--- config.mk ---
export PLATFORM = sky130hd
export DESIGN_NAME = bfp_supervisor
export DESIGN_NICKNAME = d
export VERILOG_FILES = /design/src/core/bfp_pkg.sv /design/src/core/bfp_supervisor.sv
export SDC_FILE = /design/constraint.sdc
export NUM_CORES = 1
export LEC_CHECK = 0
export ABC_AREA = 1
export BUFFER_PORTS_ARGS = -buffer_cell sky130_fd_sc_hd__buf_2
export CAP_MARGIN = 30
export CORE_ASPECT_RATIO = 0.8
export CORE_MARGIN = 4
export CORE_UTILIZATION = 45
export CTS_BUF_LIST = sky130_fd_sc_hd__clkbuf_16
export CTS_CLUSTER_DIAMETER = 120
export DETAILED_ROUTE_END_ITERATION = 8
export PLACE_DENSITY = 0.74
export SYNTH_ARGS = -nofsm -noshare
export SYNTH_HDL_FRONTEND = slang
export SYNTH_SLANG_ARGS = --single-unit
--- constraint.sdc ---
create_clock -name core_clk -period 1.6 [get_ports core_clk]
set_input_delay 0.32 -clock core_clk [delete_from_list [all_inputs] [get_ports core_clk]]
set_output_delay 0.32 -clock core_clk [all_outputs]
set_load 0.005 [all_outputs]
--- src/core/bfp_pkg.sv ---
// Package with register map, field layout, timing constants and types of the buck fault supervisor.
package bfp_pkg;

   localparam int NCH = 4;

   // Register indices on the register access port.
   localparam logic [3:0] REG_LATCH_CFG = 4'h7;
   localparam logic [3:0] REG_RETRY_DIS = 4'ha;
   localparam logic [3:0] REG_PG_SELECT = 4'hb;
   localparam logic [3:0] REG_LATCH_STATE = 4'hc;
   localparam logic [3:0] REG_GOOD_READ = 4'hd;
   localparam logic [3:0] REG_FAULT_FLAGS = 4'he;
   localparam logic [3:0] REG_FAULT_ENABLE = 4'hf;

   // Field positions.
   localparam int SHORT_LSB = 0;
   localparam int OVOLT_LSB = 4;
   localparam int FLAG_GOOD_LSB = 0;
   localparam int FLAG_LOW_SUPPLY = 4;
   localparam int FLAG_OVER_TEMP = 5;
   localparam int GOOD_RD_COMBINED = 4;

   // Reset values.
   localparam logic [7:0] LATCH_CFG_RST = 8'h00;
   localparam logic [7:0] RETRY_DIS_RST = 8'h00;
   localparam logic [7:0] PG_SELECT_RST = 8'h01;
   localparam logic [7:0] FAULT_ENABLE_RST = 8'h00;

   // Timing, in printed units, and derived cycle counts at the core clock rate.
   localparam int CLK_MHZ = 50;
   localparam int CLK_PERIOD_NS = 20;
   localparam int SOFT_START_TIME_US = 2000;
   localparam int SOFT_START_CYCLES = SOFT_START_TIME_US * CLK_MHZ;
   localparam int PG_DROP_TIME_NS = 50000;
   localparam int PG_DROP_CYCLES = (PG_DROP_TIME_NS + CLK_PERIOD_NS - 1) / CLK_PERIOD_NS;
   localparam int PG_VALID_TIME_US = 1000;
   localparam int PG_VALID_CYCLES = PG_VALID_TIME_US * CLK_MHZ;

   // Fault counting limits.
   localparam logic [3:0] OC_COUNT_MAX = 4'hf;
   localparam logic [2:0] HICCUP_PERIODS = 3'h7;
   localparam logic [2:0] RESTART_LIMIT = 3'h7;

   // Channel sequencing states, one-hot.
   typedef enum logic [4:0] {
      CH_OFF = 5'h01,
      CH_SOFT = 5'h02,
      CH_RUN = 5'h04,
      CH_HICCUP = 5'h08,
      CH_LATCHED = 5'h10
   } bfp_ch_state_e;

   // Comparator, enable, oscillator and fuse levels from the power stage, one bit per channel except the shared overTemp and firstSupplyWarn.
   typedef struct packed {
      logic [NCH-1:0] fbHalfLow;
      logic [NCH-1:0] fbQuarterLow;
      logic [NCH-1:0] dutyMax;
      logic [NCH-1:0] dutyBeyond;
      logic [NCH-1:0] currentLimit;
      logic [NCH-1:0] overVolt;
      logic [NCH-1:0] outGood;
      logic [NCH-1:0] outLow;
      logic [NCH-1:0] supplyHigh;
      logic [NCH-1:0] supplyLow;
      logic [NCH-1:0] enable;
      logic [NCH-1:0] switchClk;
      logic [NCH-1:0] fuseShortLatch;
      logic [NCH-1:0] fuseOvoltLatch;
      logic overTemp;
      logic firstSupplyWarn;
   } bfp_sense_s;

   // Per-channel gate drive permissions.
   typedef struct packed {
      logic [NCH-1:0] pulseEnable;
      logic [NCH-1:0] highSideEnable;
      logic [NCH-1:0] lowSideForce;
   } bfp_drive_s;

endpackage : bfp_pkg

--- src/core/bfp_supervisor.sv ---
// Fault protection, lockout, power-good and interrupt logic of a four-channel buck regulator.
`timescale 1ns/1ps
module bfp_supervisor
   import bfp_pkg::*;
#(
   parameter int SS_CYCLES = SOFT_START_CYCLES,
   parameter int PG_VALID = PG_VALID_CYCLES,
   parameter logic [7:0] PG_SELECT_RESET = PG_SELECT_RST
) (
   input wire logic core_clk,
   input wire logic resetn,
   input wire bfp_sense_s senseIn,
   input wire logic [3:0] regAddr,
   input wire logic regWrite,
   input wire logic [7:0] regWrData,
   output logic [7:0] regRdData,
   output bfp_drive_s driveOut,
   output logic [NCH-1:0] channelGood,
   output logic combinedGoodOut,
   output logic combinedGoodOe,
   output logic faultAlertOut,
   output logic faultAlertOe
);

   localparam int TW = $clog2(SS_CYCLES + 1);
   localparam int VW = $clog2(PG_VALID + 1);
   localparam int DW = $clog2(PG_DROP_CYCLES + 1);
   localparam logic [TW-1:0] SS_LAST = TW'(SS_CYCLES - 1);
   localparam logic [VW-1:0] VALID_LAST = VW'(PG_VALID);
   localparam logic [DW-1:0] DROP_LAST = DW'(PG_DROP_CYCLES);

   // Counts below two would make the soft-start timer compare against its reset value.
   if (SS_CYCLES < 2 || PG_VALID < 1) begin : gParamCheck
      $error("bfp_supervisor: SS_CYCLES must be at least 2 and PG_VALID at least 1");
   end

   // Folded rate gate: pass every cycle, every second or every fourth.
   function automatic logic foldAllow(input logic half, input logic quarter, input logic [1:0] cnt);
      foldAllow = quarter ? (cnt == 2'h0) : (half ? ~cnt[0] : 1'b1);
   endfunction : foldAllow

   // Duty skip gate: pass every cycle, every second or every third.
   function automatic logic skipAllow(input logic atMax, input logic beyond, input logic [1:0] cnt);
      skipAllow = (atMax || beyond) ? (cnt == 2'h0) : 1'b1;
   endfunction : skipAllow

   ////////////////////////////////////////////////////////////////////////////////
   // Input synchronisers
   ////////////////////////////////////////////////////////////////////////////////

   bfp_sense_s senseMeta;
   bfp_sense_s sense;
   bfp_sense_s senseLast;

   // Every pin is asynchronous to core_clk; only the second stage and its delayed copy are used.
   always_ff @(posedge core_clk or negedge resetn) begin
      if (!resetn) begin
         senseMeta <= '0;
         sense <= '0;
         senseLast <= '0;
      end else begin
         senseMeta <= senseIn;
         sense <= senseMeta;
         senseLast <= sense;
      end
   end

   logic [NCH-1:0] ocEvent;
   logic [NCH-1:0] swTick;
   assign ocEvent = sense.currentLimit & ~senseLast.currentLimit;
   assign swTick = sense.switchClk & ~senseLast.switchClk;

   ////////////////////////////////////////////////////////////////////////////////
   // Registers
   ////////////////////////////////////////////////////////////////////////////////

   logic [7:0] latchCfg, next_latchCfg;
   logic [7:0] retryDis, next_retryDis;
   logic [7:0] pgSelect, next_pgSelect;
   logic [7:0] latchState, next_latchState;
   logic [5:0] faultFlags, next_faultFlags;
   logic [7:0] faultEnable, next_faultEnable;
   logic [7:0] next_regRdData;
   logic [NCH-1:0] shortSet, ovoltSet, goodFall;
   logic [NCH-1:0] next_channelGood;
   logic next_combinedGood;

   logic wrCfg, wrRetry, wrSel, wrLatch, wrFlags, wrEnable;
   assign wrCfg = regWrite && regAddr == REG_LATCH_CFG;
   assign wrRetry = regWrite && regAddr == REG_RETRY_DIS;
   assign wrSel = regWrite && regAddr == REG_PG_SELECT;
   assign wrLatch = regWrite && regAddr == REG_LATCH_STATE;
   assign wrFlags = regWrite && regAddr == REG_FAULT_FLAGS;
   assign wrEnable = regWrite && regAddr == REG_FAULT_ENABLE;

   // Register writes, sticky status and the registered read port; hardware sets beat clears.
   always_comb begin
      logic [7:0] latchClr;
      logic [5:0] flagSet;
      logic [5:0] flagClr;
      latchClr = '0;
      flagSet = '0;
      flagClr = '0;
      next_latchCfg = wrCfg ? regWrData : latchCfg;
      next_retryDis = wrRetry ? regWrData : retryDis;
      next_pgSelect = wrSel ? regWrData : pgSelect;
      next_faultEnable = wrEnable ? regWrData : faultEnable;
      if (wrLatch) begin
         latchClr[SHORT_LSB +: NCH] = regWrData[SHORT_LSB +: NCH] & ~sense.currentLimit;
         latchClr[OVOLT_LSB +: NCH] = regWrData[OVOLT_LSB +: NCH] & ~sense.overVolt;
      end
      next_latchState = latchState & ~latchClr;
      next_latchState[SHORT_LSB +: NCH] = next_latchState[SHORT_LSB +: NCH] | shortSet;
      next_latchState[OVOLT_LSB +: NCH] = next_latchState[OVOLT_LSB +: NCH] | ovoltSet;
      flagSet[FLAG_GOOD_LSB +: NCH] = goodFall;
      flagSet[FLAG_LOW_SUPPLY] = sense.firstSupplyWarn;
      flagSet[FLAG_OVER_TEMP] = sense.overTemp;
      if (wrFlags) begin
         flagClr = regWrData[5:0];
      end
      if (sense.enable == '0) begin
         flagClr = '1;
      end
      next_faultFlags = (faultFlags & ~flagClr) | flagSet;
      case (regAddr)
         REG_LATCH_CFG: next_regRdData = latchCfg;
         REG_RETRY_DIS: next_regRdData = retryDis;
         REG_PG_SELECT: next_regRdData = pgSelect;
         REG_LATCH_STATE: next_regRdData = latchState;
         REG_GOOD_READ: next_regRdData = {3'h0, combinedGoodOe == 1'b0, channelGood};
         REG_FAULT_FLAGS: next_regRdData = {2'h0, faultFlags};
         REG_FAULT_ENABLE: next_regRdData = faultEnable;
         default: next_regRdData = 8'h00;
      endcase
   end

   always_ff @(posedge core_clk or negedge resetn) begin
      if (!resetn) begin
         latchCfg <= LATCH_CFG_RST;
         retryDis <= RETRY_DIS_RST;
         pgSelect <= PG_SELECT_RESET;
         latchState <= 8'h00;
         faultFlags <= 6'h00;
         faultEnable <= FAULT_ENABLE_RST;
         regRdData <= 8'h00;
      end else begin
         latchCfg <= next_latchCfg;
         retryDis <= next_retryDis;
         pgSelect <= next_pgSelect;
         latchState <= next_latchState;
         faultFlags <= next_faultFlags;
         faultEnable <= next_faultEnable;
         regRdData <= next_regRdData;
      end
   end

   ////////////////////////////////////////////////////////////////////////////////
   // Channel sequencing: lockout, soft start, retry and latch-off
   ////////////////////////////////////////////////////////////////////////////////

   bfp_ch_state_e chState [NCH];
   bfp_ch_state_e next_chState [NCH];
   logic [TW-1:0] timer [NCH];
   logic [TW-1:0] next_timer [NCH];
   logic [2:0] periodCnt [NCH];
   logic [2:0] next_periodCnt [NCH];
   logic [3:0] ocCount [NCH];
   logic [3:0] next_ocCount [NCH];
   logic [2:0] restarts [NCH];
   logic [2:0] next_restarts [NCH];
   logic [NCH-1:0] firstSoft, next_firstSoft;
   logic [NCH-1:0] lockout, next_lockout;

   // One state machine per channel; disable, lockout and latch-off all override the retry path.
   always_comb begin
      logic retryOff;
      logic shortOn;
      logic ovoltOn;
      retryOff = 1'b0;
      shortOn = 1'b0;
      ovoltOn = 1'b0;
      shortSet = '0;
      ovoltSet = '0;
      for (int c = 0; c < NCH; c++) begin
         next_chState[c] = chState[c];
         next_timer[c] = timer[c];
         next_periodCnt[c] = periodCnt[c];
         next_ocCount[c] = ocCount[c];
         next_restarts[c] = restarts[c];
         next_firstSoft[c] = firstSoft[c];
         // Hysteretic lockout: falls below the low threshold, recovers above the high one.
         if (sense.supplyLow[c]) begin
            next_lockout[c] = 1'b1;
         end else if (sense.supplyHigh[c]) begin
            next_lockout[c] = 1'b0;
         end else begin
            next_lockout[c] = lockout[c];
         end
         retryOff = retryDis[c];
         shortOn = (latchCfg[SHORT_LSB + c] | sense.fuseShortLatch[c]) & ~retryOff;
         ovoltOn = latchCfg[OVOLT_LSB + c] | sense.fuseOvoltLatch[c];
         if (!sense.enable[c] || lockout[c] || lockout[0]) begin
            next_chState[c] = CH_OFF;
            next_timer[c] = '0;
            next_periodCnt[c] = '0;
            next_ocCount[c] = '0;
            next_restarts[c] = '0;
         end else begin
            case (chState[c])
               CH_OFF: begin
                  next_chState[c] = CH_SOFT;
                  next_firstSoft[c] = 1'b1;
               end
               CH_SOFT, CH_RUN: begin
                  next_timer[c] = (timer[c] == SS_LAST) ? timer[c] : timer[c] + TW'(1);
                  if (timer[c] == SS_LAST) begin
                     next_firstSoft[c] = 1'b0;
                     next_chState[c] = CH_RUN;
                     // A full fault-free soft-start period in run breaks the restart chain.
                     if (chState[c] == CH_RUN) begin
                        next_restarts[c] = '0;
                     end else begin
                        next_timer[c] = '0;
                     end
                  end
                  if (ocEvent[c] && !firstSoft[c] && !retryOff) begin
                     next_ocCount[c] = ocCount[c] + 4'h1;
                     if (ocCount[c] == OC_COUNT_MAX) begin
                        next_ocCount[c] = '0;
                        next_timer[c] = '0;
                        next_periodCnt[c] = '0;
                        if (shortOn && restarts[c] == RESTART_LIMIT) begin
                           next_chState[c] = CH_LATCHED;
                           shortSet[c] = 1'b1;
                        end else begin
                           next_chState[c] = CH_HICCUP;
                           next_restarts[c] = restarts[c] + 3'h1;
                        end
                     end
                  end
               end
               CH_HICCUP: begin
                  next_timer[c] = timer[c] + TW'(1);
                  if (timer[c] == SS_LAST) begin
                     next_timer[c] = '0;
                     next_periodCnt[c] = periodCnt[c] + 3'h1;
                     if (periodCnt[c] == HICCUP_PERIODS - 3'h1) begin
                        next_chState[c] = CH_SOFT;
                        next_periodCnt[c] = '0;
                     end
                  end
               end
               CH_LATCHED: next_chState[c] = CH_LATCHED;
               default: next_chState[c] = CH_OFF;
            endcase
            if (ovoltOn && sense.overVolt[c] && chState[c] != CH_OFF && chState[c] != CH_LATCHED) begin
               next_chState[c] = CH_LATCHED;
               ovoltSet[c] = 1'b1;
            end
         end
      end
   end

   always_ff @(posedge core_clk or negedge resetn) begin
      if (!resetn) begin
         for (int c = 0; c < NCH; c++) begin
            chState[c] <= CH_OFF;
            timer[c] <= '0;
            periodCnt[c] <= '0;
            ocCount[c] <= '0;
            restarts[c] <= '0;
         end
         firstSoft <= '1;
         lockout <= '1;
      end else begin
         for (int c = 0; c < NCH; c++) begin
            chState[c] <= next_chState[c];
            timer[c] <= next_timer[c];
            periodCnt[c] <= next_periodCnt[c];
            ocCount[c] <= next_ocCount[c];
            restarts[c] <= next_restarts[c];
         end
         firstSoft <= next_firstSoft;
         lockout <= next_lockout;
      end
   end

   ////////////////////////////////////////////////////////////////////////////////
   // Switching-cycle gating: foldback, duty skip and cycle current limit
   ////////////////////////////////////////////////////////////////////////////////

   logic [1:0] foldCnt [NCH];
   logic [1:0] next_foldCnt [NCH];
   logic [1:0] skipCnt [NCH];
   logic [1:0] next_skipCnt [NCH];
   logic [NCH-1:0] limitHit, next_limitHit;
   bfp_drive_s next_drive;

   // Pulse enables change only on an oscillator edge unless the channel stops running; a current-limit event cuts the high side mid-cycle.
   always_comb begin
      logic running;
      logic [1:0] skipMod;
      running = 1'b0;
      skipMod = 2'h1;
      next_drive = driveOut;
      for (int c = 0; c < NCH; c++) begin
         running = (chState[c] == CH_SOFT) || (chState[c] == CH_RUN);
         skipMod = sense.dutyBeyond[c] ? 2'h3 : 2'h2;
         next_foldCnt[c] = foldCnt[c];
         next_skipCnt[c] = skipCnt[c];
         next_limitHit[c] = limitHit[c] | ocEvent[c];
         if (swTick[c]) begin
            next_foldCnt[c] = foldCnt[c] + 2'h1;
            next_skipCnt[c] = (skipCnt[c] >= skipMod - 2'h1) ? 2'h0 : skipCnt[c] + 2'h1;
            next_limitHit[c] = ocEvent[c];
            next_drive.pulseEnable[c] = running
               && foldAllow(sense.fbHalfLow[c], sense.fbQuarterLow[c], foldCnt[c])
               && skipAllow(sense.dutyMax[c], sense.dutyBeyond[c], skipCnt[c]);
         end
         if (!running) begin
            next_drive.pulseEnable[c] = 1'b0;
         end
         next_drive.highSideEnable[c] = next_drive.pulseEnable[c] && !next_limitHit[c];
         next_drive.lowSideForce[c] = running && next_limitHit[c];
      end
   end

   always_ff @(posedge core_clk or negedge resetn) begin
      if (!resetn) begin
         for (int c = 0; c < NCH; c++) begin
            foldCnt[c] <= '0;
            skipCnt[c] <= '0;
         end
         limitHit <= '0;
         driveOut <= '0;
      end else begin
         for (int c = 0; c < NCH; c++) begin
            foldCnt[c] <= next_foldCnt[c];
            skipCnt[c] <= next_skipCnt[c];
         end
         limitHit <= next_limitHit;
         driveOut <= next_drive;
      end
   end

   ////////////////////////////////////////////////////////////////////////////////
   // Power-good qualification and open-drain outputs
   ////////////////////////////////////////////////////////////////////////////////

   logic [DW-1:0] dropCnt [NCH];
   logic [DW-1:0] next_dropCnt [NCH];
   logic [VW-1:0] validCnt, next_validCnt;
   logic combinedGood;

   // Drop filter rides out short sags; combined output needs a long clean window to rise.
   always_comb begin
      logic selectedGood;
      selectedGood = 1'b0;
      for (int c = 0; c < NCH; c++) begin
         next_channelGood[c] = channelGood[c];
         next_dropCnt[c] = '0;
         if (sense.outGood[c]) begin
            next_channelGood[c] = 1'b1;
         end else if (sense.outLow[c] && channelGood[c]) begin
            next_dropCnt[c] = dropCnt[c] + DW'(1);
            if (dropCnt[c] == DROP_LAST) begin
               next_channelGood[c] = 1'b0;
               next_dropCnt[c] = '0;
            end
         end
      end
      goodFall = channelGood & ~next_channelGood;
      selectedGood = &(channelGood | ~pgSelect[NCH-1:0]);
      if (!selectedGood) begin
         next_validCnt = '0;
         next_combinedGood = 1'b0;
      end else if (validCnt == VALID_LAST) begin
         next_validCnt = validCnt;
         next_combinedGood = 1'b1;
      end else begin
         next_validCnt = validCnt + VW'(1);
         next_combinedGood = combinedGood;
      end
   end

   always_ff @(posedge core_clk or negedge resetn) begin
      if (!resetn) begin
         for (int c = 0; c < NCH; c++) begin
            dropCnt[c] <= '0;
         end
         channelGood <= '0;
         validCnt <= '0;
         combinedGood <= 1'b0;
         combinedGoodOut <= 1'b0;
         combinedGoodOe <= 1'b1;
         faultAlertOut <= 1'b0;
         faultAlertOe <= 1'b0;
      end else begin
         for (int c = 0; c < NCH; c++) begin
            dropCnt[c] <= next_dropCnt[c];
         end
         channelGood <= next_channelGood;
         validCnt <= next_validCnt;
         combinedGood <= next_combinedGood;
         combinedGoodOut <= 1'b0;
         combinedGoodOe <= !next_combinedGood;
         faultAlertOut <= 1'b0;
         faultAlertOe <= |(next_faultFlags & faultEnable[5:0]);
      end
   end

endmodule : bfp_supervisor

# Word-level counts from Yosys, hierarchy flattened
# Cells that the tools add are included.
# op_classes
magnitude_cmp	4
n_reduce_logical	134
n_eq_ne	81
add_sub_neg	33
mux	244
n_bitwise	49
# ops
cell	count
$mux 17	28
$mux 5	32
$mux 12	12
$mux 3	48
$pmux 17 s2	4
$mux 1	82
$pmux 5 s4	4
$add 17x1->17 const B	4
$eq 17x17->1 const B	4
$mux 4	16
$pmux 8 s7	1
$logic_and 1x1->1	50
$add 12x1->12 const B	4
$eq 12x12->1 const B	4
$eq 4x4->1 const B	10
$ne 3x3->1 const B	12
$mux 16	2
$ne 4x4->1 const B	8
$reduce_bool 2->1	16
$add 3x1->3 const B	8
$eq 3x3->1 const B	8
$not 4->4	6
$pmux 3 s2	4
$and 4x4->4	5
38 further kinds	173
# totals
reg_bits	417
wordCells	635
inputBits	73
output_inout_bits	28

# Longest topological paths before layout
# depth
depth_word	9
mapped_depth	12
mapped_depth_nobuf	12

# Least setup slack after synthesis
# OpenSTA, ideal clock, no wires.
# synth_path
kind	flip-flop to flip-flop
start	register timer[34] (netlist bit)
end	register timer[34] (netlist bit)
synth_period_minus_slack_ns	1.616
setup_ns	0.065
arrival_time_ns	1.551
t_required_ns	1.535
path_buffers	0
slack_ns	-0.016
path_stages_with_launch	11
cell_sequence	dfrtp_1 ha_1 nand2_1 inv_1 nand2_1 inv_1 nand3_1 ha_1 nor3_1 o21ai_1 nand2_1
# synth_between
elab_chain_len	8
elab_cells_between_ends	10
cone_classes	add/sub: 1; eq/ne: 1; mux: 8
# synth_lines
item	line_no	rtl
start, declared	bfp_supervisor.sv:163	logic [TW-1:0] timer [NCH];
start signal, assigned by index	bfp_supervisor.sv:278	timer[c] <= next_timer[c];
$add 17x1->17 / $eq 17x17->1 (equally long branches)	-	
$mux 17	bfp_supervisor.sv:215	next_timer[c] = (timer[c] == SS_LAST) ? timer[c] : timer[c] + TW'(1);
$mux 17	bfp_supervisor.sv:220	if (chState[c] == CH_RUN) begin
$mux 17	bfp_supervisor.sv:216	if (timer[c] == SS_LAST) begin
$mux 17	bfp_supervisor.sv:228	if (ocCount[c] == OC_COUNT_MAX) begin
$mux 17	bfp_supervisor.sv:226	if (ocEvent[c] && !firstSoft[c] && !retryOff) begin
$pmux 17 s2 *	bfp_supervisor.sv:209	case (chState[c])
$mux 17 *	bfp_supervisor.sv:202	if (!sense.enable[c] || lockout[c] || lockout[0]) begin
# Every way passes the cells marked *; elsewhere a longest branch is shown, timed or not.
# A chain may end at the register's enable or synchronous reset.

# Worst setup path after layout
# layout_path
start	register timer[8] (netlist bit)
end	register timer[12] (netlist bit)
# The elaborated chain is that of the path after synthesis.

==> impl_metrics.toml <==
[placement]
dp.cells = 3205
gp_congestion = 0.9521
io_buffers = 98
dp_hpwl_um = 36520

[status]
status = "complete, but fails checks"
violations = "setup timing"

[timing]
rsz0062_at_grt = "yes"
finClkSkew_ns = 0.01811
clock.fmax_ghz = 0.5940
hold_violations = 0
fin_crit_ns = 1.684
whs_ns = 0.05174
finalSetupTns_ns = -1.248
setup_ws_ns = -0.08360
drv_slew = 0
relSlewSlack_pct = 63.92
min_period_over_period_pct = 105.2
setup_viol = 31
worst_pin_slew_ns = 0.5399

[clock_network]
insertion_delay_ns = 0.56
cts_root_buf = "clkbuf_16"
cts_buffer_depth = 3
cts_max_level = 2
cts_tree = "built"
cts_made_buffers = 42
path_clk_slew_ns = 0.06
cts.sinks = 417

[drt]
drt_iter0_drc = 1773
viasPerCell = 5.305
first_pass_iters = 5
detail-route-antenna-nets = 0
drt_wl_total_um = 54210
drc_errors = 0
vias = 18050
wl_per_cell_um = 15.93

[hold_path]
hp-class = "in2reg"

[die]
rows = 68
core_sq_um = 43140
die-height_um = 194.7
start_util_pct = 45.46
die_w_um = 241.4
ioPinCount = 101
dieArea_sq_um = 47000

[synthesis]
synth_edf_count = 0
syn_area_per_cell_sq_um = 8.522
synth-main-ff-cell = "dfrtp_1"
yosysSeqAreaShare_pct = 53.31
synth.distinct_cells = 52
ys_seq_elements = 417
ys_top_cells_by_area = "dfrtp_1 51%, nand2_1 10%, inv_1 5.7%, nor2_1 4.8%, nand3_1 4.7%"
syn_area_sq_um = 19610
synth.largest_area_cell = "dfrtp_1"
synthCells = 2301
yosysWarnings = 0
ys_async_sr_fraction_pct = 100.0
synth_top_area_share_pct = 51.43

[global_routing]
overflow = 0
track_usage_pct = 21.76
grt_antenna_before_repair = 5
first_global_vias = 17500
grt_max_degree = 58
grt_pass1_wl_um = 85110

[setup_path]
crit_path_end_kind = "flip-flop"
worstSetupPathType = "reg2reg"
worstPathArrival_ns = 2.11
critPathMaxFanout = 5
start_kind = "flip-flop"
required_ns = 2.03

[power]
p_leak_nw = 12.68
peakVddDrop_mv = 0.8669
p_per_area_nw_per_um2 = 888.6

[cells_and_area]
drive_above_1_share_pct = 29.99
syn_to_final_growth_pct = 35.27
fillers = 3391
instances_no_fill = 3403
nNetsFinal = 2926

[run]
cap_violations = 0
[final cells by class]
class	instances	area [sq um]	area share, %
diodes	2	5.005	0.01887
clock buffers	42	1051	3.962
clock inverters	36	274.0	1.033
flip-flops and latches	417	10460	39.42
well taps	560	700.7	2.642
repair buffers	478	3750	14.14
multi-input cells	1559	9102	34.32
inverters	309	1185	4.467
[routing by layer]
| layer | track usage [%] | share of wire (%) | up-vias |
|---|---|---|---|
| met5 | 0 | 0.057 | - |
| met4 | 6.076 | 2.6 | 4 |
| met3 | 4.213 | 7.0 | 132 |
| met2 | 35.00 | 48 | 648 |
| met1 | 30.30 | 43 | 8699 |
| li1 | - | - | 8569 |
[worst max-delay path, stage by stage (launching register included)]
cell     delay (ns)
dfrtp_1        0.37
inv_1          0.14
nand3_2        0.17
nor2_4         0.21
nand4_1        0.27
nand2_4        0.20
inv_6          0.06
nand3_2        0.07
o21ai_2        0.06
[through the flow]
stage	setup slack [ns]	area [sq um]	total power (W)	utilization, %
2_1_floorplan	0.005215	19620	0.01298	-
3_3_place_gp	-0.04971	22770	0.01386	52.80
3_5_place_dp	-0.1059	22770	0.01402	52.80
4_1_cts	-0.02406	25040	0.02372	58.05
5_1_grt	-0.1537	26520	0.02467	61.48
6_report	-0.08360	26520	0.02357	61.49
[power breakdown]
part,total [W],switching [W],internal (W)
Sequential,0.0117,0.000457,0.0113
Combinational,0.00233,0.00137,0.000966
Clock,0.00951,0.00420,0.00532
Total,0.0236,0.00602,0.0175
[what timing repair did]
item                                    in CTS  in global routing
hold endpoints to repair                   102                  0
setup buffers                               16                 41
pin swaps                                   17                105
resized for setup                           69                367
cloned                                       1                  3
endpoints found under the setup margin      83                156
hold buffers                                59                  0
[synthesized netlist by cell type (13+ instances only)]
cell,instances
inv_1,297
nor2_4,15
a21oi_1,59
nand2_1,537
nand3_1,184
o31ai_1,13
o21ai_1,16
dfrtp_1,403
o211ai_1,13
nor3_1,46
o21ai_0,150
xor2_1,23
nand2_2,18
ha_1,46
nand4_1,55
nor2_1,252
dfstp_2,14
[worst paths after layout]
kind | startpoint | end | slack, ns | cells after the start
worst max register to register | timer[8] | timer[12] | -0.08 | 8
worst min-delay path | regWrData[0] | faultFlags[0] | 0.05 | 4
worst max-delay path | timer[8] | timer[12] | -0.08 | 8
max in group asynchronous | resetn | firstSoft[3] | 0.63 | 3
min in group asynchronous | resetn | timer[57] | 0.27 | 2
worst min register to register | senseMeta[24] | sense[24] | 0.35 | 0
[state kept, by name (all words and copies together) (netlist names), 6 cells and up]
register and flops:
latchCfg 8, faultFlags 6, senseLast 8, restarts 12, chState 20, driveOut 12, latchState 8, regRdData 8
foldCnt 8, dropCnt 48, senseMeta 58, validCnt 16, pgSelect 8, periodCnt 12, skipCnt 8, retryDis 8
ocCount 16, faultEnable 8, sense 58, timer 68
[cells in the final DEF (no fill, tap or decap), types with 48 or more instances in the layout]
cell type,n
nand2_1,460
dfrtp_1,400
buf_4,278
inv_1,275
nor2_1,188
nand3_1,145
o21ai_0,105
buf_2,97
nand2_2,75
dlygate4sd3_1,59
nand4_1,55
a21oi_1,48
[cells by family (layout without fill, tap and decap cells)]
| kind of cell | count (synthesis) | after routing | share of synthesized area [%] |
|---|---|---|---|
| other | 1 | 4 | 0.01912 |
| adders and majority gates | 46 | 46 | 2.935 |
| and+or+nand+nor | 1158 | 1160 | 26.37 |
| xor gates and xnor gates | 29 | 29 | 1.295 |
| DFF | 417 | 417 | 53.31 |
| AOI/OAI and AO/OA | 322 | 322 | 9.507 |
| buffers and inverters | 328 | 865 | 6.566 |
No activity file was read; power rests on OpenSTA's default activity.
